**src/ppcs_pkg.sv**
```systemverilog
package ppcs_pkg;
  // register indexes; the bus byte address is four times the index
  localparam logic [7:0] IDX_PARTNER = 8'hee;
  localparam logic [7:0] IDX_DIAG = 8'hf4;
  localparam logic [7:0] IDX_PORT_CTRL = 8'hf6;
  localparam logic [7:0] IDX_BASIC_CTRL = 8'he4;
  localparam logic [7:0] IDX_PORT_STATUS = 8'hf8;
  localparam logic [7:0] IDX_INT_STATUS = 8'hfc;
  localparam logic [7:0] IDX_INT_MASK = 8'hfd;
  // partner ability bits
  localparam int LPA_PAUSE = 10;
  localparam int LPA_100F = 8;
  localparam int LPA_100H = 7;
  localparam int LPA_10F = 6;
  localparam int LPA_10H = 5;
  localparam logic [4:0] LPA_SELECTOR = 5'h01;
  // diag register fields
  localparam int DG_RES_HI = 14;
  localparam int DG_RES_LO = 13;
  localparam int DG_EN = 12;
  localparam int DG_FORCE_LINK = 11;
  localparam int DG_RLOOP = 9;
  localparam int DG_CNT_HI = 8;
  // port control fields
  localparam int PC_LED_OFF = 15;
  localparam int PC_TX_DIS = 14;
  localparam int PC_RESTART_AN = 13;
  localparam int PC_NO_AUTOX = 10;
  localparam int PC_FORCE_X = 9;
  localparam int PC_AN_EN = 7;
  localparam int PC_SPEED = 6;
  localparam int PC_DUPLEX = 5;
  // basic control positions of the shared bits
  localparam int BC_SPEED = 13;
  localparam int BC_AN_EN = 12;
  localparam int BC_RESTART_AN = 9;
  localparam int BC_DUPLEX = 8;
  localparam int BC_FORCE_X = 4;
  localparam int BC_NO_AUTOX = 3;
  localparam int BC_TX_DIS = 1;
  localparam int BC_LED_OFF = 0;
  // interrupt status bits
  localparam int IRQ_DIAG_DONE = 0;
  localparam int IRQ_AN_DONE = 1;
  localparam int IRQ_LINK_CHG = 2;
  localparam int IRQ_W = 3;
  // reset values
  localparam logic [15:0] PC_RESET = 16'h00ff;
  localparam logic [IRQ_W-1:0] MASK_RESET = 3'h0;
endpackage : ppcs_pkg

```
**src/ppcs_regs.sv**
```systemverilog
`timescale 1ns/100ps
// Functional notes
// partner ability reads pause bit10, 100F bit8, 100H bit7, 10F bit6, 10H bit5.
// those bits equal port status bits 4..0 respectively.
// cable result in bits 14-13: normal, open, short, failed.
// writing one to bit 12 starts diagnostic; hardware clears it when done.
// bit 12 zero means results are valid; software waits for it.
// nine-bit fault count in bits 8-0, distance about count times 0.4 m.
// special control bit 11 forces link pass.
// special control bit 9 loops cable receive back to cable transmit.
// port control bit 15 drives all four LEDs high.
// port control bit 14 disables the transmitter.
// writing one to port control bit 13 restarts auto-negotiation.
// port control bit 10 disables automatic crossover.
// with crossover auto off, bit 9 forces crossed mode.
// bit 7 enables auto-negotiation, default one; else bits 6,5 decide.
// negotiation off: bit 6 one gives 100, zero gives 10.
// bit 5 selects full duplex when negotiation off or failed.
// bits aliased with basic control share storage, visible both ways.
// read-only and reserved bits ignore writes; unsupported partner bits read zero.
module ppcs_regs (
  input wire logic pclk, // bus clock
  input wire logic presetn, // async reset, active low
  input wire logic psel, // apb select
  input wire logic penable, // apb enable
  input wire logic pwrite, // apb direction
  input wire logic [11:0] paddr, // apb byte address
  input wire logic [31:0] pwdata, // apb write data
  output logic [31:0] prdata, // apb read data
  output logic pready, // apb ready
  output logic pslverr, // apb error
  input wire logic [4:0] partner_abil, // pause,100f,100h,10f,10h from negotiation
  input wire logic an_done, // negotiation complete
  input wire logic an_failed, // negotiation failed
  input wire logic link_good, // link status from transceiver
  input wire logic diag_done, // one-cycle pulse: cable test finished
  input wire logic [1:0] diag_result, // cable test outcome
  input wire logic [8:0] diag_fault_count, // cable fault distance count
  input wire logic [3:0] led_in, // led levels from port logic
  output logic [3:0] port_led_out, // led pins
  output logic diag_start, // one-cycle pulse to start cable test
  output logic force_link, // force link pass
  output logic remote_loop, // cable receive to cable transmit loopback
  output logic tx_disable, // transmitter off
  output logic an_restart, // one-cycle pulse to restart negotiation
  output logic an_enable, // negotiation enabled
  output logic auto_cross_en, // automatic crossover on
  output logic force_cross, // force crossed mode
  output logic speed_100, // 100 when forced, else 10
  output logic full_duplex, // forced duplex in use
  output logic irq // level interrupt
);
  typedef struct packed {
    logic [31:0] prdata;
    logic pready;
    logic pslverr;
    logic [15:0] pctrl;
    logic diag_en;
    logic [1:0] result;
    logic [8:0] count;
    logic force_link;
    logic rloop;
    logic [ppcs_pkg::IRQ_W-1:0] ists;
    logic [ppcs_pkg::IRQ_W-1:0] imask;
    logic an_done_q;
    logic link_q;
    logic [3:0] leds;
    logic diag_start;
    logic an_restart;
    logic an_enable;
    logic auto_cross_en;
    logic force_cross;
    logic speed_100;
    logic full_duplex;
    logic tx_disable;
    logic irq;
  } ppcs_state_t;

  ppcs_state_t st;
  ppcs_state_t next_st;

  // ------------------------------------------------------------
  // register views
  // ------------------------------------------------------------
  logic [15:0] lpa_view;
  logic [15:0] diag_view;
  logic [15:0] basic_view;
  logic [15:0] status_view;
  logic [9:0] word_idx;
  logic wr_acc;
  logic rd_acc;
  logic hit;

  always_comb begin
    word_idx = paddr[11:2];
    wr_acc = psel && penable && pwrite && !st.pready;
    rd_acc = psel && penable && !pwrite && !st.pready;
    lpa_view = 16'h0000; // unsupported partner bits stay zero
    lpa_view[ppcs_pkg::LPA_PAUSE] = partner_abil[4];
    lpa_view[ppcs_pkg::LPA_100F] = partner_abil[3];
    lpa_view[ppcs_pkg::LPA_100H] = partner_abil[2];
    lpa_view[ppcs_pkg::LPA_10F] = partner_abil[1];
    lpa_view[ppcs_pkg::LPA_10H] = partner_abil[0];
    lpa_view[4:0] = ppcs_pkg::LPA_SELECTOR;
    diag_view = 16'h0000;
    diag_view[ppcs_pkg::DG_RES_HI:ppcs_pkg::DG_RES_LO] = st.result;
    diag_view[ppcs_pkg::DG_EN] = st.diag_en;
    diag_view[ppcs_pkg::DG_FORCE_LINK] = st.force_link;
    diag_view[ppcs_pkg::DG_RLOOP] = st.rloop;
    diag_view[ppcs_pkg::DG_CNT_HI:0] = st.count;
    // same flops seen through the basic control layout
    basic_view = 16'h0000;
    basic_view[ppcs_pkg::BC_SPEED] = st.pctrl[ppcs_pkg::PC_SPEED];
    basic_view[ppcs_pkg::BC_AN_EN] = st.pctrl[ppcs_pkg::PC_AN_EN];
    basic_view[ppcs_pkg::BC_RESTART_AN] = st.pctrl[ppcs_pkg::PC_RESTART_AN];
    basic_view[ppcs_pkg::BC_DUPLEX] = st.pctrl[ppcs_pkg::PC_DUPLEX];
    basic_view[ppcs_pkg::BC_FORCE_X] = st.pctrl[ppcs_pkg::PC_FORCE_X];
    basic_view[ppcs_pkg::BC_NO_AUTOX] = st.pctrl[ppcs_pkg::PC_NO_AUTOX];
    basic_view[ppcs_pkg::BC_TX_DIS] = st.pctrl[ppcs_pkg::PC_TX_DIS];
    basic_view[ppcs_pkg::BC_LED_OFF] = st.pctrl[ppcs_pkg::PC_LED_OFF];
    status_view = {9'h000, an_done, link_good, partner_abil};
  end

  // ------------------------------------------------------------
  // next state
  // ------------------------------------------------------------
  always_comb begin
    next_st = st;
    next_st.pready = psel && penable && !st.pready;
    next_st.pslverr = 1'b0;
    next_st.diag_start = 1'b0;
    next_st.an_restart = 1'b0;
    next_st.an_done_q = an_done;
    next_st.link_q = link_good;
    hit = 1'b1;
    case (word_idx)
      {2'b00, ppcs_pkg::IDX_PARTNER}: next_st.prdata = {16'h0000, lpa_view};
      {2'b00, ppcs_pkg::IDX_DIAG}: next_st.prdata = {16'h0000, diag_view};
      {2'b00, ppcs_pkg::IDX_PORT_CTRL}: next_st.prdata = {16'h0000, st.pctrl};
      {2'b00, ppcs_pkg::IDX_BASIC_CTRL}: next_st.prdata = {16'h0000, basic_view};
      {2'b00, ppcs_pkg::IDX_PORT_STATUS}: next_st.prdata = {16'h0000, status_view};
      {2'b00, ppcs_pkg::IDX_INT_STATUS}: next_st.prdata = {29'h0, st.ists};
      {2'b00, ppcs_pkg::IDX_INT_MASK}: next_st.prdata = {29'h0, st.imask};
      default: begin
        next_st.prdata = 32'h0000_0000;
        hit = 1'b0;
      end
    endcase
    if (!rd_acc) begin
      next_st.prdata = 32'h0000_0000;
    end
    if ((rd_acc || wr_acc) && !hit) begin
      next_st.pslverr = 1'b1;
    end
    // completion first; a start written in the same cycle is ignored
    if (diag_done && st.diag_en) begin
      next_st.diag_en = 1'b0;
      next_st.result = diag_result;
      next_st.count = diag_fault_count;
    end
    // restart is self-clearing after one cycle
    next_st.pctrl[ppcs_pkg::PC_RESTART_AN] = 1'b0;
    if (wr_acc && hit) begin
      case (word_idx)
        {2'b00, ppcs_pkg::IDX_DIAG}: begin
          if (pwdata[ppcs_pkg::DG_EN] && !st.diag_en) begin
            next_st.diag_en = 1'b1;
            next_st.diag_start = 1'b1;
          end
          next_st.force_link = pwdata[ppcs_pkg::DG_FORCE_LINK];
          next_st.rloop = pwdata[ppcs_pkg::DG_RLOOP];
        end
        {2'b00, ppcs_pkg::IDX_PORT_CTRL}: begin
          // reserved bits 12,11,8 stay zero
          next_st.pctrl[ppcs_pkg::PC_LED_OFF] = pwdata[ppcs_pkg::PC_LED_OFF];
          next_st.pctrl[ppcs_pkg::PC_TX_DIS] = pwdata[ppcs_pkg::PC_TX_DIS];
          next_st.pctrl[ppcs_pkg::PC_RESTART_AN] = pwdata[ppcs_pkg::PC_RESTART_AN];
          next_st.pctrl[ppcs_pkg::PC_NO_AUTOX] = pwdata[ppcs_pkg::PC_NO_AUTOX];
          next_st.pctrl[ppcs_pkg::PC_FORCE_X] = pwdata[ppcs_pkg::PC_FORCE_X];
          next_st.pctrl[7:0] = pwdata[7:0];
        end
        {2'b00, ppcs_pkg::IDX_BASIC_CTRL}: begin
          next_st.pctrl[ppcs_pkg::PC_SPEED] = pwdata[ppcs_pkg::BC_SPEED];
          next_st.pctrl[ppcs_pkg::PC_AN_EN] = pwdata[ppcs_pkg::BC_AN_EN];
          next_st.pctrl[ppcs_pkg::PC_RESTART_AN] = pwdata[ppcs_pkg::BC_RESTART_AN];
          next_st.pctrl[ppcs_pkg::PC_DUPLEX] = pwdata[ppcs_pkg::BC_DUPLEX];
          next_st.pctrl[ppcs_pkg::PC_FORCE_X] = pwdata[ppcs_pkg::BC_FORCE_X];
          next_st.pctrl[ppcs_pkg::PC_NO_AUTOX] = pwdata[ppcs_pkg::BC_NO_AUTOX];
          next_st.pctrl[ppcs_pkg::PC_TX_DIS] = pwdata[ppcs_pkg::BC_TX_DIS];
          next_st.pctrl[ppcs_pkg::PC_LED_OFF] = pwdata[ppcs_pkg::BC_LED_OFF];
        end
        {2'b00, ppcs_pkg::IDX_INT_STATUS}: begin
          next_st.ists = st.ists & ~pwdata[ppcs_pkg::IRQ_W-1:0];
        end
        {2'b00, ppcs_pkg::IDX_INT_MASK}: begin
          next_st.imask = pwdata[ppcs_pkg::IRQ_W-1:0];
        end
        default: begin
          next_st.imask = st.imask;
        end
      endcase
    end
    // events applied after the clear so a same-cycle event survives
    if (diag_done && st.diag_en) begin
      next_st.ists[ppcs_pkg::IRQ_DIAG_DONE] = 1'b1;
    end
    if (an_done && !st.an_done_q) begin
      next_st.ists[ppcs_pkg::IRQ_AN_DONE] = 1'b1;
    end
    if (link_good != st.link_q) begin
      next_st.ists[ppcs_pkg::IRQ_LINK_CHG] = 1'b1;
    end
    next_st.irq = |(next_st.ists & next_st.imask);
    // outputs from the stored controls
    next_st.leds = next_st.pctrl[ppcs_pkg::PC_LED_OFF] ? 4'hf : led_in;
    next_st.tx_disable = next_st.pctrl[ppcs_pkg::PC_TX_DIS];
    next_st.an_restart = next_st.pctrl[ppcs_pkg::PC_RESTART_AN];
    next_st.an_enable = next_st.pctrl[ppcs_pkg::PC_AN_EN];
    next_st.auto_cross_en = !next_st.pctrl[ppcs_pkg::PC_NO_AUTOX];
    next_st.force_cross = next_st.pctrl[ppcs_pkg::PC_NO_AUTOX] && next_st.pctrl[ppcs_pkg::PC_FORCE_X];
    next_st.speed_100 = next_st.pctrl[ppcs_pkg::PC_SPEED];
    next_st.full_duplex = next_st.pctrl[ppcs_pkg::PC_DUPLEX];
  end

  // ------------------------------------------------------------
  // state register
  // ------------------------------------------------------------
  always_ff @(posedge pclk or negedge presetn) begin
    if (!presetn) begin
      st <= '0;
      st.pctrl <= ppcs_pkg::PC_RESET;
      st.imask <= ppcs_pkg::MASK_RESET;
      st.leds <= 4'h0;
      st.an_enable <= 1'b1;
      st.auto_cross_en <= 1'b1;
      st.speed_100 <= 1'b1;
      st.full_duplex <= 1'b1;
    end else begin
      st <= next_st;
    end
  end

  assign prdata = st.prdata;
  assign pready = st.pready;
  assign pslverr = st.pslverr;
  assign port_led_out = st.leds;
  assign diag_start = st.diag_start;
  assign force_link = st.force_link;
  assign remote_loop = st.rloop;
  assign tx_disable = st.tx_disable;
  assign an_restart = st.an_restart;
  assign an_enable = st.an_enable;
  assign auto_cross_en = st.auto_cross_en;
  assign force_cross = st.force_cross;
  assign speed_100 = st.speed_100;
  assign full_duplex = st.full_duplex;
  assign irq = st.irq;
endmodule : ppcs_regs

```
**config.mk**
```make
export PLATFORM = sky130hd
export DESIGN_NAME = ppcs_regs
export DESIGN_NICKNAME = d
export VERILOG_FILES = /design/src/ppcs_pkg.sv /design/src/ppcs_regs.sv
export SDC_FILE = /design/constraint.sdc
export NUM_CORES = 1
export LEC_CHECK = 0
export ABC_AREA = 1
export BUFFER_PORTS_ARGS = -buffer_cell sky130_fd_sc_hd__buf_2
export CORE_MARGIN = 8
export CORE_UTILIZATION = 49
export CTS_CLUSTER_DIAMETER = 30
export DETAILED_ROUTE_END_ITERATION = 6
export GPL_TIMING_DRIVEN = 0
export PLACE_DENSITY = 0.8
export SKIP_LAST_GASP = 1
export SLEW_MARGIN = 20
export SYNTH_ARGS = -nofsm -noshare
export SYNTH_HDL_FRONTEND = slang
export SYNTH_SLANG_ARGS = --single-unit
export TNS_END_PERCENT = 5
```
**constraint.sdc**
```tcl
create_clock -name pclk -period 1.9 [get_ports pclk]
set_input_delay 0.38 -clock pclk [delete_from_list [all_inputs] [get_ports pclk]]
set_output_delay 0.38 -clock pclk [all_outputs]
set_load 0.01 [all_outputs]
```
==> run_results.csv, run 1 <==
group,metric,value,unit
outcome,outcome,"finished clean",
sta,setup_viol,0,
grt,grt-ovfl-total,0,
finish,mostFrequentLayoutCells,"88 x buf_2, 77 x nand2_1, 52 x dfrtp_1",
setup_path,cp_slowest_cell,"dfrtp_1",
clock_tree,cts_buffer_depth,2,
route,vias,2730,
clock_tree,cts_sinks,61,
setup_path,cp_data_required_time,2.12,ns
die,die_height,96.39,µm
placement,post-dp-hpwl,6.559,mm
route,drt-initial-drc-count,150,
setup_path,cpMostUsedCell,"nor2_2",
sta,tns,0,ns
clock_tree,postCtsSetupBuffers,0,
clock_tree,cts_tree,"yes",
logic_synthesis,syn_inst,358,
sta,post-route-worst-setup-slack,0.2033,ns
sta,period_share,89.30,%
route,firstDrtPassIters,4,
placement,placedCellCount,536,
finish,stdcell_area,3911,µm²
grt,grt_max_degree,62,
sta,hold_violations,0,
sta,slew_viol_final,0,
route,routed_wirelength,8.341,mm
placement,port_buffers,86,
finish,antenna_cells,0,
setup_path,start_kind,"flop",
die,die_w,96.39,µm
finish,instances_no_fill,552,
setup_path,regToRegSetupSlack,0.20,ns
placement,gp_routability_congestion,0.8921,
power,power.switching,0.6451,mW
power,p_int,1.897,mW
power,combPwrFrac,9.0,%
route,wire_per_inst,15.11,µm
logic_synthesis,async_flop_share,100.0,%
logic_synthesis,synth_edf_count,0,
setup_path,critPathArrivalTime,1.91,ns
finish,drive_above_1_share,40.84,%
clock_tree,cts_resized,0,
logic_synthesis,yosys_most_used_dff,"dfrtp_1",
sta,rsz0062_at_grt,"no",
die,fp.coreArea,6314,µm²
setup_path,r2r-start,"pready$_DFF_PN0_",
power,total_power,2.542,mW
finish,final_common_cell,"buf_2",
die,rows,29,
setup_path,critPathCaptureType,"flop",
logic_synthesis,synth_cell_type_count,37,
grt,antenna_found_initial,0,
setup_path,path_class,"flop to flop",
logic_synthesis,synth_area_leader_cell,"dfrtp_1",
setup_path,path_buf_inv,1,
logic_synthesis,syn_area_per_cell,8.846,µm²
setup_path,rr_worst_depth,6,
logic_synthesis,ys_seq_area_share,48.56,%
route,routed_via_density,4.946,
power,swShare,25.37,%
clock_tree,cts_root_buf,"clkbuf_8",
sta,fin_crit,1.697,ns
sta,finClkSkew,0.005225,ns
logic_synthesis,ys_seq_elements,61,
min_path,hold_class,"input port to asynchronous set/reset pin",
clock_tree,clk_pin_slew_worst_paths,0.07,ns
sta,max_freq,589.4,MHz
setup_path,cpLargestDelayFamily,"simple AND/OR/NAND/NOR gates",
finish,num-nets-final,543,
power,p_leak,2.171,nW
die,ioPinCount,122,
logic_synthesis,syn_area,3167,µm²
clock_tree,hold_buffers,0,
placement,place_area,3752,µm²
finish,syn_to_final_growth,23.51,%
grt,grt_pass1_vias,2716,
grt,grt_pass1_wl,13.10,mm
power,p_seq_share,53.0,%
finish,final_util,61.95,%
setup_path,cp_cell_sequence,"nor2_2 -> inv_1 -> nor2_2 -> nand3_4 -> a22oi_4 -> nand3_1",
power,power.density,650.0,nW/µm²
route,drc,0,
power,pwr-share-clk,38.0,%
sta,relSlewSlack,50.12,%
route,ant_nets,0,
logic_synthesis,ys.warnings.count,0,
setup_path,max_stage_delay,0.38,ns
die,dieArea,9291,µm²
grt,grt_util_all_layers,18.69,%
setup_path,regToRegEndpoint,"port_led_out[2]$_DFF_PN0_",
setup_path,path_max_fanout,10,
sta,whs,0.09589,ns
clock_tree,htreeDepth,3,
clock_tree,cts_buffers,9,
run,maxCapViolations,0,
power,ir_drop,0.7090,mV
logic_synthesis,synth_top_area_share,41.09,%
sta,tightest_slew,0.7482,ns
die,start_util,50.16,%
placement,dp_slack,-0.02817,ns
logic_synthesis,yosys-top-cells-area,"dfrtp_1 41%, nand2_1 9.1%, buf_4 8.5%",
clock_tree,clk_latency,0.35,ns
[metal layers]
| layer | wire (µm) | track usage, % | up-vias |
|---|---|---|---|
| li1 | - | - | 1325 |
| met1 | 3211 | 21.87 | 1303 |
| met2 | 4328 | 32.01 | 88 |
| met3 | 676 | 4.946 | 14 |
| met4 | 125 | 7.440 | 0 |
| met5 | 0 | 0 | - |
[cell families after synthesis]
logic type	Yosys count	synth area share [%]
simple gates	149	22.68
buf+inv	85	14.54
flops	61	48.56
mux	11	3.912
xor+xnor	1	0.2766
compound gates	50	9.917
other cells	1	0.1184
[power groups by stage]
stage / clock, mW / combinational (mW) / sequential [mW]
finish: 0.966 / 0.228 / 1.35
detailed placement: 0 / 0.228 / 1.37
global route: 1.04 / 0.255 / 1.35
floorplan: 0 / 0.117 / 1.37
CTS: 0.987 / 0.228 / 1.35
global placement: 0 / 0.223 / 1.37
[cell usage after synthesis (all sizes together) (2+ instances only)]
cell / n
nand2: 87
dfrtp: 52
inv: 44
buf: 39
nor2: 32
nand3: 26
o21ai: 19
a21oi: 15
mux2: 11
dfstp: 9
o22ai: 4
a221oi: 3
a31oi: 3
a211oi: 2
a22o: 2
clkbuf: 2
nand4: 2
[sequential cells by signal (all words and copies together), names as in the netlist]
name           flops
prdata            16
st                13
diag_view         12
basic_view         8
port_led_out       4
auto_cross_en      1
diag_start         1
force_cross        1
force_link         1
irq                1
pready             1
pslverr            1
remote_loop        1
[cell type report]
cell class	instances	area, µm²
clock buffer	11	131.4
buffer	41	292.8
fill	581	2402
tap	77	96.34
timing repair buffer	86	432.9
multi-input combinational	227	1225
clock inverter	5	27.53
sequential	61	1538
inverter	44	167.7
[how the worst max path moves through the flow]
| stage | from | endpoint | slack (ns) | cells past startpoint |
|---|---|---|---|---|
| after floorplan | paddr[10] | port_led_out[0]$_DFF_PN0_ | 0.35 | 10 |
| after global placement | paddr[8] | port_led_out[3]$_DFF_PN0_ | 0.002 | 10 |
| after detailed placement | paddr[8] | port_led_out[2]$_DFF_PN0_ | -0.03 | 10 |
| after CTS | pready$_DFF_PN0_ | port_led_out[2]$_DFF_PN0_ | 0.19 | 6 |
| after global routing | pready$_DFF_PN0_ | port_led_out[1]$_DFF_PN0_ | 0.07 | 6 |
| final | pready$_DFF_PN0_ | port_led_out[2]$_DFF_PN0_ | 0.20 | 6 |
Note: power is estimated with default switching activity, not from simulation.
==> run 2, diff against run 1 <==
--- a/config.mk
+++ b/config.mk
@@ -8,11 +8,10 @@
 export ABC_AREA = 1
 export BUFFER_PORTS_ARGS = -buffer_cell sky130_fd_sc_hd__buf_2
 export CORE_MARGIN = 8
-export CORE_UTILIZATION = 49
+export CORE_UTILIZATION = 30
 export CTS_CLUSTER_DIAMETER = 30
 export DETAILED_ROUTE_END_ITERATION = 6
 export GPL_TIMING_DRIVEN = 0
-export PLACE_DENSITY = 0.8
 export SKIP_LAST_GASP = 1
 export SLEW_MARGIN = 20
 export SYNTH_ARGS = -nofsm -noshare
==> run 2 against run 1 <==
Effect of this change:
- clock power is 22% higher
- setup slack improved by 0.096 ns
- sequential share of layout area shrank 1.2 points
- final cell count is 10% higher
- via count decreased by 2.9%
- sequential power about the same
- count of clock-buffer cells in the layout increased by 2
- register-to-register slack better by 0.096 ns
- first-iteration DRC count fell by 11%
- largest cell class unchanged
==> run_results.csv, run 2 (synthesis gave the netlist of run 1 again) <==
group,metric,value,unit
outcome,outcome,"finished clean",
grt,grt_util_all_layers,12.88,%
power,p_int,2.134,mW
power,p_leak,2.191,nW
finish,antenna_cells,0,
setup_path,cp_slowest_cell,"dfrtp_1",
power,ir_drop,0.3682,mV
sta,whs,0.1130,ns
sta,tightest_slew,0.7590,ns
clock_tree,cts_sinks,61,
finish,mostFrequentLayoutCells,"88 x buf_2, 77 x nand2_1, 52 x dfrtp_1",
route,drc,0,
clock_tree,cts_buffer_depth,2,
setup_path,start_kind,"flop",
sta,post-route-worst-setup-slack,0.2993,ns
sta,slew_viol_final,0,
grt,grt_pass1_vias,2828,
die,die_height,118.7,µm
finish,drive_above_1_share,40.80,%
power,combPwrFrac,8.3,%
placement,port_buffers,86,
route,drt-initial-drc-count,133,
route,firstDrtPassIters,4,
clock_tree,postCtsSetupBuffers,0,
power,power.density,685.0,nW/µm²
setup_path,crit_start,"pready$_DFF_PN0_",
finish,num-nets-final,543,
setup_path,r2r-start,"pready$_DFF_PN0_",
clock_tree,cts_buffers,9,
route,ant_nets,0,
sta,period_share,84.25,%
die,fp.coreArea,10280,µm²
die,rows,37,
finish,final_util,39.21,%
power,p_seq_share,48.8,%
min_path,hold_class,"input port to asynchronous set/reset pin",
finish,final_common_cell,"buf_2",
sta,relSlewSlack,49.40,%
placement,gp_routability_congestion,0.8480,
die,dieArea,14100,µm²
power,power.switching,0.6265,mW
sta,fin_crit,1.601,ns
setup_path,cp_cell_sequence,"nor2_2 -> inv_1 -> nor2_4 -> nand3_4 -> a22oi_4 -> nand3_1",
sta,hold_violations,0,
setup_path,critPathCaptureType,"flop",
die,ioPinCount,122,
setup_path,max_stage_delay,0.38,ns
sta,setup_viol,0,
grt,grt-ovfl-total,0,
sta,max_freq,624.7,MHz
sta,rsz0062_at_grt,"no",
finish,syn_to_final_growth,27.26,%
finish,largest_reg_flops,16,
placement,dp_slack,-0.06371,ns
power,pwr-share-clk,42.9,%
clock_tree,cts_root_buf,"clkbuf_8",
grt,grt_max_degree,62,
setup_path,path_max_fanout,10,
grt,antenna_found_initial,1,
grt,grt_pass1_wl,14.43,mm
route,routed_via_density,4.353,
sta,finClkSkew,0.01008,ns
setup_path,regToRegSetupSlack,0.30,ns
clock_tree,htreeDepth,3,
clock_tree,clk_latency,0.34,ns
route,vias,2651,
setup_path,critPathArrivalTime,1.80,ns
route,wire_per_inst,14.48,µm
power,swShare,22.70,%
setup_path,cp_data_required_time,2.10,ns
run,maxCapViolations,0,
setup_path,path_class,"flop to flop",
placement,post-dp-hpwl,6.920,mm
route,routed_wirelength,8.817,mm
die,start_util,30.81,%
clock_tree,clk_pin_slew_worst_paths,0.06,ns
sta,tns,0,ns
die,die_w,118.7,µm
clock_tree,cts_tree,"yes",
run 2: what timing repair did:
item	CTS	global route
gates resized for setup	0	1
hold buffers	0	0
setup endpoints to repair	0	1
run 2: cell type report:
class | count | area (µm²)
buffer | 41 | 292.8
fill | 1109 | 6247
sequential | 61 | 1538
multi-input combinational | 227 | 1230
inverter | 44 | 167.7
clock inverter | 1 | 30.03
timing repair buffer | 86 | 432.9
clock buffer | 13 | 168.9
tap | 136 | 170.2
run 2: path summary, 6_finish.rpt:
check	to	cells past startpoint
worst max-delay path	port_led_out[2]$_DFF_PN0_	6
worst min-delay path	diag_view[3]$_DFFE_PN0P_	1
worst max register to register	port_led_out[2]$_DFF_PN0_	6
worst min register to register	pready$_DFF_PN0_	1
max in group asynchronous	port_led_out[2]$_DFF_PN0_	1
min in group pclk	st[14]$_DFF_PN0_	1
run 2: power by group through the flow:
stage,Clock (mW),Sequential [mW],Combinational [mW]
2_1_floorplan,0,1.37,0.117
3_3_place_gp,0,1.37,0.226
3_5_place_dp,0,1.37,0.230
4_1_cts,1.22,1.35,0.231
5_1_grt,1.27,1.35,0.259
6_report,1.18,1.35,0.229
run 2: per-layer routing:
| layer | part of all wire (%) | track usage (%) | wire [µm] |
|---|---|---|---|
| met1 | 42 | 14.29 | 3698 |
| met2 | 49 | 22.01 | 4319 |
| met3 | 7.7 | 4.998 | 678 |
| met4 | 1.2 | 4.585 | 110 |
| met5 | 0.11 | 0 | 10 |
run 2: critical path: cells and delay by family, from the launching register on:
kind,cells,cell delay [ns]
and+or+nand+nor,4,0.71
DFF,1,0.38
AOI/OAI and AO/OA,1,0.25
buffers and inverters,1,0.13
run 2: per-stage QoR:
stage	power (mW)	cell area [µm²]	std cells
floorplan	1.484	3223	373
global placement	1.595	3824	595
detailed placement	1.601	3826	595
CTS	2.797	4025	609
global route	2.877	4030	609
finish	2.761	4030	609
==> run 3, diff against run 2 <==
--- a/config.mk
+++ b/config.mk
@@ -5,7 +5,7 @@
 export SDC_FILE = /design/constraint.sdc
 export NUM_CORES = 1
 export LEC_CHECK = 0
-export ABC_AREA = 1
+export ABC_AREA = 0
 export BUFFER_PORTS_ARGS = -buffer_cell sky130_fd_sc_hd__buf_2
 export CORE_MARGIN = 8
 export CORE_UTILIZATION = 30
==> constraint.sdc (replaced) <==
create_clock -name pclk -period 1.6 [get_ports pclk]
set_input_delay 0.32 -clock pclk [delete_from_list [all_inputs] [get_ports pclk]]
set_output_delay 0.32 -clock pclk [all_outputs]
set_load 0.01 [all_outputs]
==> run 3 against run 2 <==
Effect of this change:
- the run now ends with negative setup slack left
- register-to-register slack got worse by 0.47 ns
- design area is 1.1% higher
- non-clock buffer count increased by 19
- setup slack worse by 0.53 ns
- critical path type is now input port to flop
- highest routed layer is now met4
==> run_results.csv, run 3 <==
group,metric,value,unit
sta,whs,0.04308,ns
finish,num-nets-final,458,
logic_synthesis,yosys-top-cells-area,"dfrtp_1 44%, buf_4 9.4%, dfstp_2 8.0%",
logic_synthesis,yosysMostFrequentCell,"dfrtp_1",
setup_path,rr_worst_depth,6,
route,drc,0,
placement,place_area,3628,µm²
sta,max_freq,546.8,MHz
die,dieArea,13300,µm²
route,wire_per_inst,16.85,µm
setup_path,max_stage_delay,0.59,ns
clock_tree,clk_pin_slew_worst_paths,0.07,ns
sta,post-route-worst-setup-slack,-0.2288,ns
setup_path,cpMostUsedCell,"buf_4",
grt,grt_util_all_layers,13.64,%
placement,port_buffers,86,
route,vias,2431,
logic_synthesis,syn_inst,258,
die,die_height,115.3,µm
route,drt-initial-drc-count,156,
logic_synthesis,ys_seq_elements,61,
finish,final_common_cell,"buf_2",
power,power.density,877.4,nW/µm²
placement,placedCellCount,492,
logic_synthesis,synth_compound_area_share,14.12,%
power,ir_drop,0.3319,mV
setup_path,cp_slowest_cell,"or4b_4",
sta,fin_crit,1.829,ns
finish,drive_above_1_share,51.28,%
setup_path,critPathArrivalTime,2.04,ns
clock_tree,htreeDepth,3,
setup_path,path_buf_inv,3,
sta,rsz0062_at_grt,"yes",
logic_synthesis,synthTopCellsByCount,"52 x dfrtp_1, 37 x buf_4, 21 x a22oi_1",
clock_tree,cts_sinks,61,
grt,grt_pass1_vias,2592,
sta,slew_viol_final,0,
logic_synthesis,async_flop_share,100.0,%
finish,instances_no_fill,523,
logic_synthesis,syn_area_per_cell,11.47,µm²
route,ant_nets,0,
logic_synthesis,synth_cell_type_count,45,
logic_synthesis,synth_edf_count,0,
setup_path,path_max_fanout,8,
clock_tree,cts_buffers,9,
setup_path,start_kind,"input port",
clock_tree,cts_tree,"yes",
die,fp.coreArea,9684,µm²
outcome,violations,"negative setup slack",
power,total_power,3.574,mW
sta,period_share,114.3,%
logic_synthesis,synthAdderAreaFrac,0,%
finish,largest_reg_flops,16,
setup_path,r2r-start,"pready$_DFF_PN0_",
sta,setup_viol,38,
die,die_w,115.3,µm
logic_synthesis,ys_seq_area_share,51.94,%
finish,final_util,42.07,%
placement,post-dp-hpwl,6.493,mm
logic_synthesis,synth_area_leader_cell,"dfrtp_1",
setup_path,cpLargestDelayFamily,"simple AND/OR/NAND/NOR gates",
logic_synthesis,synth_top_family_by_area,"compound AO/OA/AOI/OAI gates",
sta,tightest_slew,0.7531,ns
setup_path,regToRegEndpoint,"irq$_DFF_PN0_",
grt,grt-ovfl-total,0,
grt,antenna_found_initial,0,
grt,grt_pass1_wl,13.62,mm
finish,syn_to_final_growth,37.62,%
placement,gp_routability_congestion,0.8290,
power,p_leak,1.992,nW
logic_synthesis,syn_area,2960,µm²
finish,stdcell_area,4074,µm²
clock_tree,cts_root_buf,"clkbuf_8",
placement,dp_slack,-0.8699,ns
logic_synthesis,synthSimpleGateAreaFrac,13.23,%
die,ioPinCount,122,
clock_tree,clk_latency,0.35,ns
logic_synthesis,synth.area.mux_share,8.369,%
setup_path,path_class,"input port to flop",
run,maxCapViolations,0,
outcome,outcome,"finished with violations",
logic_synthesis,synth_xor_area_share,0.8876,%
sta,tns,-5.752,ns
finish,antenna_cells,0,
route,firstDrtPassIters,4,
sta,finClkSkew,0.009032,ns
grt,grt_max_degree,62,
logic_synthesis,ys.warnings.count,0,
die,start_util,30.57,%
logic_synthesis,synth_top_area_share,43.96,%
route,routed_wirelength,8.812,mm
setup_path,critPathCaptureType,"flop",
setup_path,cp_data_required_time,1.81,ns
logic_synthesis,yosys_most_used_dff,"dfrtp_1",
sta,hold_violations,0,
setup_path,cp_cell_sequence,"buf_2 -> or4b_4 -> nor3_4 -> buf_4 -> o21ai_4 -> a222oi_1 -> buf_4 -> a211oi_2",
setup_path,regToRegSetupSlack,-0.17,ns
min_path,hold_class,"input port to asynchronous set/reset pin",
sta,relSlewSlack,49.79,%
die,rows,36,
route,routed_via_density,4.648,
finish,mostFrequentLayoutCells,"84 x buf_2, 55 x buf_4, 52 x dfrtp_1",
clock_tree,cts_buffer_depth,2,
## run 3: worst max path at each step
stage / start / endpoint / slack [ns] / depth (start not counted)
after floorplan: paddr[2] / force_cross$_DFF_PN0_ / -0.32 / 6
after global placement: paddr[2] / prdata[0]$_DFF_PN0_ / -0.86 / 7
after detailed placement: paddr[2] / force_cross$_DFF_PN0_ / -0.87 / 7
after CTS: paddr[10] / force_cross$_DFF_PN0_ / -0.30 / 9
after global routing: paddr[3] / prdata[1]$_DFF_PN0_ / -0.31 / 6
final: paddr[2] / force_cross$_DFF_PN0_ / -0.23 / 8
## run 3: area by class of cell
class,count,area (µm²)
well taps,133,166.4
clock inverters,4,95.09
flip-flops and latches,61,1538
clock buffers,12,145.1
fillers,960,5610
repair buffers,102,565.5
multi-input cells,161,1222
inverters,6,22.52
plain buffers,44,319.1
## run 3: repair_timing
| action | CTS | global route |
|---|---|---|
| pin swaps | 7 | 4 |
| hold buffers | 0 | 0 |
| endpoints found under the setup margin | 43 | 52 |
| resized for setup | 17 | 8 |
| setup buffers | 14 | 2 |
## run 3: kinds of logic after synthesis
group / count (synthesis)
mux: 22
xor+xnor: 3
buf+inv: 51
compound gates: 55
flops: 61
other cells: 1
simple gates: 65
## run 3: where the power goes
part	internal [mW]	leakage (nW)	switching [mW]	total [mW]
logic	0.143	1.09	0.160	0.303
clock network	1.08	0.121	0.595	1.67
registers	1.58	0.782	0.0180	1.60
## run 3: layer usage
metal / up-vias / global-route usage, % / share of wire (%)
met5: - / 0 / 0
met2: 90 / 22.67 / 51
met3: 12 / 5.305 / 8.3
met1: 1175 / 15.24 / 39
li1: 1154 / - / -
met4: 0 / 5.779 / 1.7
